--- config.mk ---
export PLATFORM = sky130hd
export DESIGN_NAME = adc_ctrl
export DESIGN_NICKNAME = d
export VERILOG_FILES = /design/src/verilog/adc_ctrl.v /design/src/verilog/adc_timer.v
export VERILOG_INCLUDE_DIRS = /design/src /design/src/verilog
export SDC_FILE = /design/constraint.sdc
export NUM_CORES = 1
export LEC_CHECK = 0
export ABC_AREA = 0
export BUFFER_PORTS_ARGS = -buffer_cell sky130_fd_sc_hd__buf_2
export CORE_MARGIN = 2
export CORE_UTILIZATION = 58
export CTS_BUF_LIST = sky130_fd_sc_hd__clkbuf_4
export DETAILED_ROUTE_END_ITERATION = 16
export GPL_TIMING_DRIVEN = 0
export HOLD_SLACK_MARGIN = 0.03
export PLACE_DENSITY = 0.78
export RECOVER_POWER = 25
export SETUP_SLACK_MARGIN = 0.5
export SYNTH_ARGS = -nofsm -noshare
export SYNTH_HDL_FRONTEND = slang
export SYNTH_SLANG_ARGS = --single-unit
--- constraint.sdc ---
create_clock -name mclk -period 5.95 [get_ports mclk]
set_input_delay 0.2975 -clock mclk [delete_from_list [all_inputs] [get_ports mclk]]
set_output_delay 0.2975 -clock mclk [all_outputs]
set_load 0.005 [all_outputs]
--- src/verilog/adc_map.vh ---
`ifndef ADC_MAP_VH
`define ADC_MAP_VH
// Clock period in ns
`define ADC_CLK_NS 10
// Power-up pause in us, and initialization refresh count
`define ADC_POWERUP_US 100
`define ADC_INIT_CYCLES 8
// Refresh interval in ms, rows per interval
`define ADC_REFRESH_MS 128
`define ADC_REFRESH_ROWS 1024
// Strobe limits in ns
`define ADC_RAS_MAX_NS 10000
`define ADC_RASC_MAX_NS 100000
`define ADC_RC_MIN_NS 130
`define ADC_RP_MIN_NS 50
`define ADC_RAS_MIN_NS 70
`define ADC_RCD_MIN_NS 20
`define ADC_CAS_MIN_NS 20
`define ADC_PC_MIN_NS 45
`define ADC_CP_MIN_NS 10
`define ADC_CPT_MIN_NS 50
`define ADC_CSR_MIN_NS 10
`define ADC_CHR_MIN_NS 10
`define ADC_ACCESS_NS 70
`define ADC_ODD_MIN_NS 20
`define ADC_WCH_MIN_NS 15
`define ADC_WP_MIN_NS 10
// Command codes
`define ADC_CMD_READ 2'h0
`define ADC_CMD_WRITE 2'h1
`define ADC_CMD_RMW 2'h2
`endif

--- src/verilog/adc_ctrl.v ---
`timescale 1ns/1ps
`include "adc_map.vh"
// What this block does
// - row address ten bits at row strobe fall, column nine at column fall.
// - after power-up wait 100 us, then eight refresh cycles before access.
// - init uses column-first refresh so the internal counter is primed.
// - refresh all 1024 rows within each 128 ms interval.
// - row strobe low at most 10000 ns single, 100000 ns in page burst.
// - output enable off before driving write data in late writes.
// - read keeps write enable high until column or row strobe rises.
// - random cycles at least 130 ns apart, row precharge 50 ns.
// - page columns no faster than 45 ns, column precharge 10 ns.
// - column-first refresh: column setup 10 ns, hold 10 ns.
// - counter test column precharge at least 50 ns.
module adc_ctrl #(
  parameter POWERUP_CYC = (`ADC_POWERUP_US * 1000 + `ADC_CLK_NS - 1) / `ADC_CLK_NS,
  parameter REF_GAP_CYC =
    (`ADC_REFRESH_MS * 1000000 / `ADC_REFRESH_ROWS) / `ADC_CLK_NS,
  parameter RAS_MAX_CYC = `ADC_RAS_MAX_NS / `ADC_CLK_NS,
  parameter RASC_MAX_CYC = `ADC_RASC_MAX_NS / `ADC_CLK_NS
) (
  // Clock and reset
  input  wire        mclk,
  input  wire        srst,
  // User request
  input  wire        req_valid,
  input  wire [1:0]  req_cmd,
  input  wire [18:0] req_addr,
  input  wire [7:0]  req_wdata,
  input  wire        req_page,
  output reg         req_ready_q,
  output reg         rsp_valid_q,
  output reg  [7:0]  rsp_rdata_q,
  output reg         init_done_q,
  // Memory pins
  output reg  [9:0]  mem_addr_q,
  output reg         mem_row_strobe_n_q,
  output reg         mem_col_strobe_n_q,
  output reg         mem_write_n_q,
  output reg         mem_out_en_n_q,
  output reg  [7:0]  mem_dq_out_q,
  output reg         mem_dq_oe_q,
  input  wire [7:0]  mem_dq_in
);
  // Round-up cycle count from ns
  function [7:0] cyc;
    input integer ns;
    integer t;
    begin
      t   = (ns + `ADC_CLK_NS - 1) / `ADC_CLK_NS;
      cyc = (t > 0) ? t[7:0] : 8'h01;
    end
  endfunction

  localparam [7:0] C_RP   = cyc(`ADC_RP_MIN_NS);
  localparam [7:0] C_RCD  = cyc(`ADC_RCD_MIN_NS);
  localparam [7:0] C_RAS  = cyc(`ADC_RAS_MIN_NS);
  localparam [7:0] C_CAS  = cyc(`ADC_ACCESS_NS - `ADC_RCD_MIN_NS);
  localparam [7:0] C_CP   = cyc(`ADC_CP_MIN_NS);
  localparam [7:0] C_CSR  = cyc(`ADC_CSR_MIN_NS);
  localparam [7:0] C_CHR  = cyc(`ADC_CHR_MIN_NS);
  localparam [7:0] C_ODD  = cyc(`ADC_ODD_MIN_NS);
  localparam [7:0] C_WP   = cyc(`ADC_WCH_MIN_NS);
  localparam [7:0] C_RC   = cyc(`ADC_RC_MIN_NS);

  // Counter end points at counter width
  localparam [23:0] REF_LAST  = REF_GAP_CYC - 1;
  localparam [23:0] PWR_COUNT = POWERUP_CYC;
  localparam [3:0]  INIT_LAST = `ADC_INIT_CYCLES - 1;

  // States, one-hot
  localparam [9:0] S_PWR  = 10'h001;
  localparam [9:0] S_IDLE = 10'h002;
  localparam [9:0] S_RAS  = 10'h004;
  localparam [9:0] S_CAS  = 10'h008;
  localparam [9:0] S_OEOF = 10'h010;
  localparam [9:0] S_WLAT = 10'h020;
  localparam [9:0] S_CPRE = 10'h040;
  localparam [9:0] S_PRE  = 10'h080;
  localparam [9:0] S_RCS  = 10'h100;
  localparam [9:0] S_RCH  = 10'h200;

  reg [9:0]  state_q;
  reg [7:0]  wait_q;
  reg [3:0]  init_cnt_q;
  reg        pwr_load_q;
  reg [23:0] ref_cnt_q;
  reg        ref_due_q;
  reg [23:0] ras_cnt_q;
  reg [7:0]  cyc_cnt_q;
  reg [1:0]  cmd_q;
  reg [9:0]  row_q;
  reg [8:0]  col_q;
  reg        page_q;
  reg [7:0]  wdata_q;
  wire       same_row = req_valid && (req_addr[18:9] == row_q);
  wire       ras_limit = (ras_cnt_q >= (page_q ? RASC_MAX_CYC - 8 : RAS_MAX_CYC - 8));
  wire       refresh_cmd = ref_due_q || !init_done_q;
  wire       pwr_done;

  // one refresh per row slot of the interval
  always @(posedge mclk) begin
    if (srst) begin
      ref_cnt_q <= 24'h000000;
      ref_due_q <= 1'b0;
    end else begin
      if (ref_cnt_q >= REF_LAST) begin
        ref_cnt_q <= 24'h000000;
        ref_due_q <= 1'b1;
      end else begin
        ref_cnt_q <= ref_cnt_q + 24'h000001;
      end
      if (state_q == S_RCH && wait_q == 8'h00 && !(ref_cnt_q >= REF_LAST))
        ref_due_q <= 1'b0;
    end
  end

  always @(posedge mclk) begin
    if (srst || mem_row_strobe_n_q)
      ras_cnt_q <= 24'h000000;
    else
      ras_cnt_q <= ras_cnt_q + 24'h000001;
  end

  always @(posedge mclk) begin
    if (srst)
      cyc_cnt_q <= 8'hff;
    else if (state_q == S_RAS && wait_q == C_RCD)
      cyc_cnt_q <= 8'h00;
    else if (cyc_cnt_q != 8'hff)
      cyc_cnt_q <= cyc_cnt_q + 8'h01;
  end

  // Load the pause timer on the first edge after reset
  always @(posedge mclk) begin
    pwr_load_q <= srst;
  end

  adc_timer #(
    .W      (24)
  ) u_pwr_timer (
    .mclk   (mclk),
    .srst   (srst),
    .load   (pwr_load_q),
    .count  (PWR_COUNT),
    .done_q (pwr_done)
  );

  // Main sequencer
  always @(posedge mclk) begin
    if (srst) begin
      state_q            <= S_PWR;
      wait_q             <= 8'h00;
      init_cnt_q         <= 4'h0;
      col_q              <= 9'h000;
      init_done_q        <= 1'b0;
      req_ready_q        <= 1'b0;
      rsp_valid_q        <= 1'b0;
      rsp_rdata_q        <= 8'h00;
      mem_addr_q         <= 10'h000;
      mem_row_strobe_n_q <= 1'b1;
      mem_col_strobe_n_q <= 1'b1;
      mem_write_n_q      <= 1'b1;
      mem_out_en_n_q     <= 1'b1;
      mem_dq_out_q       <= 8'h00;
      mem_dq_oe_q        <= 1'b0;
      cmd_q              <= 2'h0;
      row_q              <= 10'h000;
      page_q             <= 1'b0;
      wdata_q            <= 8'h00;
    end else begin
      rsp_valid_q <= 1'b0;
      req_ready_q <= 1'b0;
      if (wait_q != 8'h00)
        wait_q <= wait_q - 8'h01;
      case (state_q)
        S_PWR: begin
          if (pwr_done)
            state_q <= S_IDLE;
        end
        S_IDLE: begin
          // init and periodic refresh are column-first
          if (refresh_cmd && wait_q == 8'h00) begin
            mem_col_strobe_n_q <= 1'b0;
            wait_q             <= C_CSR;
            state_q            <= S_RCS;
          end else if (req_valid && wait_q == 8'h00 && cyc_cnt_q >= C_RC - 8'h01) begin
            mem_addr_q         <= req_addr[18:9];
            row_q              <= req_addr[18:9];
            col_q              <= req_addr[8:0];
            cmd_q              <= req_cmd;
            wdata_q            <= req_wdata;
            page_q             <= req_page;
            req_ready_q        <= 1'b1;
            mem_row_strobe_n_q <= 1'b0;
            wait_q             <= C_RCD;
            state_q            <= S_RAS;
          end
        end
        S_RAS: begin
          if (wait_q == 8'h00) begin
            mem_addr_q <= {1'b0, col_q};
            state_q    <= S_CAS;
          end
        end
        S_CAS: begin
          // early write sets write enable on the same edge as column fall
          if (cmd_q == `ADC_CMD_WRITE) begin
            mem_write_n_q <= 1'b0;
            mem_dq_out_q  <= wdata_q;
            mem_dq_oe_q   <= 1'b1;
          end else begin
            // write enable stays high through a read
            mem_write_n_q  <= 1'b1;
            mem_out_en_n_q <= 1'b0;
          end
          mem_col_strobe_n_q <= 1'b0;
          wait_q             <= C_CAS;
          state_q            <= S_OEOF;
        end
        S_OEOF: begin
          if (wait_q == 8'h00) begin
            // sample after the longest access delay
            // data only trusted in read or modify cycles
            if (cmd_q != `ADC_CMD_WRITE) begin
              rsp_rdata_q <= mem_dq_in;
              rsp_valid_q <= 1'b1;
            end
            if (cmd_q == `ADC_CMD_RMW) begin
              // output enable off before driving data
              mem_out_en_n_q <= 1'b1;
              wait_q         <= C_ODD;
              state_q        <= S_WLAT;
            end else begin
              mem_col_strobe_n_q <= 1'b1;
              mem_write_n_q      <= 1'b1;
              mem_dq_oe_q        <= 1'b0;
              mem_out_en_n_q     <= 1'b1;
              wait_q             <= C_CP;
              state_q            <= S_CPRE;
            end
          end
        end
        S_WLAT: begin
          // late write enable after the read completes
          // data is taken on write enable fall
          if (wait_q == 8'h01) begin
            mem_dq_out_q <= wdata_q;
            mem_dq_oe_q  <= 1'b1;
          end else if (wait_q == 8'h00 && mem_write_n_q) begin
            mem_write_n_q <= 1'b0;
            wait_q        <= C_WP;
          end else if (wait_q == 8'h00) begin
            mem_col_strobe_n_q <= 1'b1;
            mem_write_n_q      <= 1'b1;
            mem_dq_oe_q        <= 1'b0;
            wait_q             <= C_CP;
            state_q            <= S_CPRE;
          end
        end
        S_CPRE: begin
          // page column precharge, then next column if same row
          // leave the page before the row strobe limit
          // later page columns are column-access timed
          if (wait_q == 8'h00) begin
            if (same_row && page_q && !ras_limit && !ref_due_q) begin
              mem_addr_q  <= {1'b0, req_addr[8:0]};
              cmd_q       <= req_cmd;
              wdata_q     <= req_wdata;
              page_q      <= req_page;
              req_ready_q <= 1'b1;
              state_q     <= S_CAS;
            end else begin
              mem_row_strobe_n_q <= 1'b1;
              wait_q             <= C_RP;
              state_q            <= S_PRE;
            end
          end
        end
        S_PRE: begin
          // row precharge before the next cycle
          if (wait_q == 8'h00)
            state_q <= S_IDLE;
        end
        S_RCS: begin
          if (wait_q == 8'h00) begin
            mem_row_strobe_n_q <= 1'b0;
            wait_q             <= C_RAS;
            state_q            <= S_RCH;
          end else if (wait_q == C_RAS - C_CHR) begin
            mem_col_strobe_n_q <= 1'b0;
          end
        end
        S_RCH: begin
          // column hold after row fall, released mid pulse
          // column stays high long enough between uses
          if (wait_q == C_RAS - C_CHR)
            mem_col_strobe_n_q <= 1'b1;
          if (wait_q == 8'h00) begin
            mem_row_strobe_n_q <= 1'b1;
            mem_col_strobe_n_q <= 1'b1;
            wait_q             <= C_RP > cyc(`ADC_CPT_MIN_NS) ? C_RP : cyc(`ADC_CPT_MIN_NS);
            state_q            <= S_PRE;
            if (!init_done_q) begin
              init_cnt_q <= init_cnt_q + 4'h1;
              if (init_cnt_q == INIT_LAST)
                init_done_q <= 1'b1;
            end
          end
        end
        default: begin
          state_q <= S_IDLE;
        end
      endcase
    end
  end

endmodule

--- src/verilog/adc_timer.v ---
`timescale 1ns/1ps
// Down counter: load a cycle count, done sets and holds when it expires
module adc_timer #(
  parameter W = 24
) (
  // Clock and reset
  input  wire         mclk,
  input  wire         srst,
  // Control
  input  wire         load,
  input  wire [W-1:0] count,
  // Status
  output reg          done_q
);
  reg [W-1:0] cnt_q;

  // Count down to one, then flag done
  always @(posedge mclk) begin
    if (srst) begin
      cnt_q  <= {W{1'b0}};
      done_q <= 1'b0;
    end else if (load) begin
      cnt_q  <= count;
      done_q <= 1'b0;
    end else if (cnt_q > {{(W-1){1'b0}}, 1'b1}) begin
      cnt_q  <= cnt_q - {{(W-1){1'b0}}, 1'b1};
    end else if (cnt_q == {{(W-1){1'b0}}, 1'b1}) begin
      cnt_q  <= {W{1'b0}};
      done_q <= 1'b1;
    end
  end
endmodule

# ---- Word-level counts from Yosys, hierarchy flattened
# Cells that the tools add are included.
dict set report totals {
  ff_bits 169
  inputBits 41
  output_inout_bits 34
  elab_cells 230
}
dict set report op_classes {
  addsub 6
  order_cmp 4
  n_eq_ne 46
  muxes 95
  bitwise_logic 5
  reduce_logical 47
}
# op count
set op_table {}
lappend op_table {{$mux 10} 17}
lappend op_table {{$mux 8} 20}
lappend op_table {{$pmux 10 s10} 1}
lappend op_table {{$pmux 8 s7} 1}
lappend op_table {{$add 24x1->24 const B} 2}
lappend op_table {{$mux 24} 2}
lappend op_table {{$ne 2x2->1 const B} 18}
lappend op_table {{$mux 1} 35}
lappend op_table {{$pmux 8 s2} 2}
lappend op_table {{$pmux 10 s3} 1}
lappend op_table {{$mux 14} 2}
lappend op_table {{$eq 24x1->1 const B} 1}
lappend op_table {{$ge 24x14->1} 1}
lappend op_table {{$ge 24x14->1 const B} 1}
lappend op_table {{$gt 24x1->1 const B} 1}
lappend op_table {{$sub 24x1->24 const B} 1}
lappend op_table {{$reduce_and 3->1} 5}
lappend op_table {{$ne 3x3->1 const B} 4}
lappend op_table {{$reduce_and 6->1} 2}
lappend op_table {{$logic_and 1x1->1} 11}
lappend op_table {{$reduce_and 11->1} 1}
lappend op_table {{$eq 10x1->1 const B} 1}
lappend op_table {{$eq 10x10->1} 1}
lappend op_table {{$eq 10x10->1 const B} 1}
lappend op_table {{43 further kinds} 71}

# ---- Depth between registers and ports, before layout
dict set report depth {
  ltp_word 8
  ltp_mapped 11
  depth_no_buf 9
}

# ---- Modules after synthesis
# From an unflattened synthesis, not the netlist that was laid out.
dict set report hier_totals {
  cells_unflattened 953
  area_unflattened_um2 8132.8
}
# mod n_inst cells_per_inst area_per_inst_um2 seq_area_each_um2
set modules_own_cells {}
lappend modules_own_cells {adc_ctrl 1 783 6723.9 2882.8}
lappend modules_own_cells {adc_timer 1 170 1408.9 500.5}

# ---- Least setup slack after synthesis
# No wires, ideal clock.
dict set report synth_timing {
  path_kind {flip-flop to flip-flop}
  startpoint {register wait_q[0]}
  endpoint {register wait_q[0]}
  setup_time_ns 0.122
  t_arrival_ns 2.467
  required_ns 5.828
  path_slack_ns 3.361
  path_stages_with_launch 12
  path_buffers 2
  synth_period_minus_slack_ns 2.589
  cell_sequence {dfxtp_1 -> inv_1 -> ha_1 -> or3b_2 -> nor2_4 -> inv_2 -> buf_2 -> clkbuf_1 -> ha_1 -> nor2_1 -> a21oi_1 -> o311a_1}
}
dict set report synth_via {
  elab_chain_cells 6
  word_cells_on_any_way 20
  classes_between {add/sub (1); eq/ne (1); mux (12); reduce/logical (6)}
}
# element line
set synth_rtl {}
lappend synth_rtl {{start: declaration} adc_ctrl.v:84} ;# reg [7:0] wait_q;
lappend synth_rtl {{start signal: assignment} adc_ctrl.v:175} ;# wait_q <= wait_q - 8'h01;
lappend synth_rtl {{start signal: assignment} adc_ctrl.v:302} ;# wait_q <= C_RP > cyc(`ADC_CPT_MIN_NS) ? C_RP : cyc(`ADC_CPT_MIN_NS);
lappend synth_rtl {{$sub 8x1->8, or another cell as far along} adc_ctrl.v:175}
lappend synth_rtl {{$mux 8 or $logic_and 1x1->1 (tied branches)} {adc_ctrl.v:174, adc_ctrl.v:187}}
lappend synth_rtl {{$mux 8 or $logic_and 1x1->1 (tied branches)} {adc_ctrl.v:253, adc_ctrl.v:187}}
lappend synth_rtl {{$mux 8, on equally long branches} {adc_ctrl.v:250, adc_ctrl.v:187}}
lappend synth_rtl {{$mux 8, on equally long branches} {adc_ctrl.v:247, adc_ctrl.v:183}}
lappend synth_rtl {{$pmux 8 s7 *} adc_ctrl.v:176} ;# case (state_q)
# Every way passes the cells marked *; elsewhere a longest branch is shown, timed or not.
# A chain may end at the register's enable or synchronous reset.

# ---- Worst setup path in the final report
# Ends and elaborated chain as after synthesis.

==> out/summary.txt <==
status = completed
share of the synthesized netlist area taken by xor and xnor gates = 8.04%
largest net degree at the start of global routing = 19
buffer type at the clock tree root = clkbuf_4
combined global-route utilization of all metal layers = 28.2%
Via-to-Cell Ratio = 5.83
clock buffer count from CTS = 17
post-route ant nets = 0
average detailed-routed wire length per instance = 15.7 µm
leakage power total = 3.42 nW
DR DRC count = 0
pre-CTS WS = 2.96 ns
most used cell along the critical path = ha_1
final sum of negative setup slack = 0 ns
dominant combinational cell family by area after synthesis = simple AND/OR/NAND/NOR gates
top flip-flop cell by instance count after synthesis = dfxtp_1
number of nets at the end of the flow = 1,157
Max stage delay on crit path = 0.53 ns
Mapped Area = 8170 µm²
final number of setup-violating endpoints = 0
Die H = 123 µm
multiplexer area fraction after synthesis = 1.61%
total number of clock tree sinks = 169
largest cells by area after synthesis = dfxtp_1 (41%), nor2_1 (5.3%), xnor2_1 (4.9%), a21oi_1 (4.4%), nand2_1 (4.4%)
count of distinct cell types in the synthesized netlist = 75
buffer count from post-CTS setup fixing = 0
Mapped Avg Cell Area = 8.53 µm²
fraction of the yosys area taken by sequential cells = 41.4%
data arrival time of the worst path = 3.57 ns
total count of max-transition violations in the final report = 0
TritonCTS clock tree = built
worst min-delay path category = input pin to flip-flop
wire length of the first global-routing pass = 33,500 µm
Crit Path Class = flip-flop to flip-flop
required time of the critical path = 6.46 ns
via count = 7,531
storage element area = 3380 µm²
hold-fix buffers at CTS = 39
final worst-path cycle share = 51.6%
ys async rst share = 0%
minimum setup slack in the final design = 2.88 ns
library cell with the largest summed area after synthesis = dfxtp_1
max-cap violation count = 0
RePlAce Congestion = 0.942
Period minus WS final = 3.07 ns
combined buffer and inverter count along the critical path = 4
VDD IR-drop max = 0.158 mV
Port Buffer Count = 74
slew at the pin with the worst max-slew slack = 0.827 ns
Yosys warnings = 0
core region area = 13,800 µm²
post-synthesis adder-cell area fraction = 2.76%
maximum clock insertion buffer count = 2
boundary pin count = 75
number of global-route vias before repair = 7,049
EDFF count, synth = 0
crit-path leading delay family = simple AND/OR/NAND/NOR gates
Worst path slowest cell = or3b_2
Detailed Routing Iterations Pass 1 = 5
number of instances resized during post-cts repair = 0
synthesized-area fraction occupied by ao, oa, aoi and oai cells = 15.4%
area occupied by multi-input gates = 4450 µm²
post-route cell area = 9440 µm²
share of layout cells above drive strength 1 = 12.1%
Critical Path Sink Type = flip-flop
initial core utilization = 59.1%
final count of hold timing violations = 0
skew final = 0.0203 ns
setup repair after global routing missed its margin = false
FF+latch count, synth = 169
total wire length after detailed routing = 20,300 µm
CTS HTree Levels = 4
cell area reported after detailed placement = 8790 µm²
power density cells = 298 nW/µm²
FP Rows = 43
global route overflow = 0
number of fill cells = 1,173
number of antenna violations at the first check in global routing = 1
worst-path maximum fanout = 10
simple logic cell fraction of the synthesized area = 26.2%
CP cell instances = inv_1 > ha_1 > or3b_2 > nor2_4 > inv_2 > buf_2 > clkbuf_1 > ha_1 > nor2_1 > a21oi_1 > o311a_1
insertion delay to the later sink of the worst-skew pair = 0.60 ns
synthesis-to-finish area growth = 15.6%
clk slew on worst S/H paths = 0.15 ns
fmax = 326 MHz
chip width = 123 µm
Iter 0 DRT Violations = 557
sum of net half-perimeters after detailed placement = 14,200 µm
launching element type of the critical path = flip-flop
cells after synthesis = 957
Die Outline Area = 15,000 µm²
area fraction of the dominant cell type after synthesis = 41.4%
slew margin rel. = 44.4%
## sequential cells by signal, summed over array words and instances, names as in the netlist, 9 cells and up
register and cells:
ras_cnt_q 24, row_q 10, u_pwr_timer.cnt_q 24, state_q 10, mem_addr_q 10, col_q 9
ref_cnt_q 24
## power by group
part	total [mW]	leakage, nW	switching [mW]	internal, mW
Clock	0.657	0.155	0.465	0.192
Sequential	1.31	1.37	0.0944	1.22
Combinational	0.846	1.89	0.506	0.340
Total	2.81	3.42	1.07	1.75
## layout make-up
class | instances | share of cell area (%)
Multi-Input combinational cell | 721 | 47.2
Sequential cell | 169 | 35.8
Timing Repair Buffer | 113 | 7.71
Buffer | 46 | 2.66
Tap cell | 180 | 2.39
Clock inverter | 15 | 1.67
Clock buffer | 17 | 1.35
Inverter | 30 | 1.19
Antenna cell | 1 | 0.0265
## kinds of logic after synthesis
kind of cell,count (synthesis)
AO/OA/AOI/OAI,193
XOR/XNOR,75
adder cells (fa/ha/maj),18
buffers and inverters,76
flip-flops,169
multiplexers,13
other,1
AND/OR/NAND/NOR,412
## layout by cell type, fill, tap and decap left out, types with 15 or more instances in the layout
cell type and instances:
clkbuf_1 53, nand4_1 17, buf_2 57, nor2_1 115, nand2_1 95, xnor2_1 46, nor4_1 15, nand3_1 52
o21ai_0 38, dlygate4sd3_1 39, a21oi_1 72, clkbuf_4 17, inv_1 28, dfxtp_1 169, nor3_1 18, xor2_1 29
ha_1 18
## final timing paths
check / startpoint / end / slack [ns] / depth (start not counted)
worst min register to register: pwr_load_q$_DFF_P_ / u_pwr_timer.done_q$_SDFFE_PP0P_ / 0.46 / 1
worst max-delay path: wait_q[0]$_SDFF_PP0_ / wait_q[0]$_SDFF_PP0_ / 2.88 / 11
worst min-delay path: req_valid / state_q[1]$_SDFFE_PP0P_ / 0.32 / 4
worst max register to register: wait_q[0]$_SDFF_PP0_ / wait_q[0]$_SDFF_PP0_ / 2.88 / 11
## synthesized netlist by cell type, types with 3 or more instances
cell	number
a211oi_1	4
o22ai_1	5
o311a_1	10
mux2i_1	12
nor3_1	18
or4_1	14
or2_2	4
buf_6	6
clkbuf_1	27
and4_1	7
a22oi_1	9
and2_1	6
o21ai_1	5
xnor2_1	46
inv_1	28
buf_4	3
or4_4	3
ha_1	18
a21oi_1	72
and3_1	13
a21o_1	3
nor4b_1	4
nor2_1	115
nor3_2	3
or3_1	13
nand2b_1	7
dfxtp_1	169
nor4_1	15
o221ai_1	10
a31oi_1	4
nand4_1	17
nand2_1	95
nor4_4	3
o211ai_1	4
o31ai_1	3
o21a_1	3
xor2_1	29
o21ai_0	38
nand3_1	52
buf_2	9
nor2b_1	7
or3b_2	3
## per-stage QoR
step | cells | power [mW] | utilization, % | hold slack (ns)
floorplan | 966 | 1.95 | - | 0.325
global placement | 1220 | 2.13 | 63.6 | 0.436
detailed placement | 1220 | 2.14 | 63.6 | 0.442
CTS | 1291 | 2.82 | 68.5 | 0.266
global route | 1292 | 2.99 | 68.3 | 0.327
finish | 1292 | 2.81 | 68.3 | 0.319
## routing by layer
metal  vias up  routed length [µm]  global-route usage, %
li1       3687                   -                      -
met1      3500                8980                   36.0
met2       294                9360                   45.5
met3        50                1410                   6.74
met4         0                 521                   12.1
met5         -                   0                      0
## worst min-delay path, delay by kind of cell
family / cells / cell delay [ns]
buffers and inverters: 1 / 0.10
AO/OA/AOI/OAI: 2 / 0.30
AND/OR/NAND/NOR: 1 / 0.19
Power figures use the tool's default switching activity.
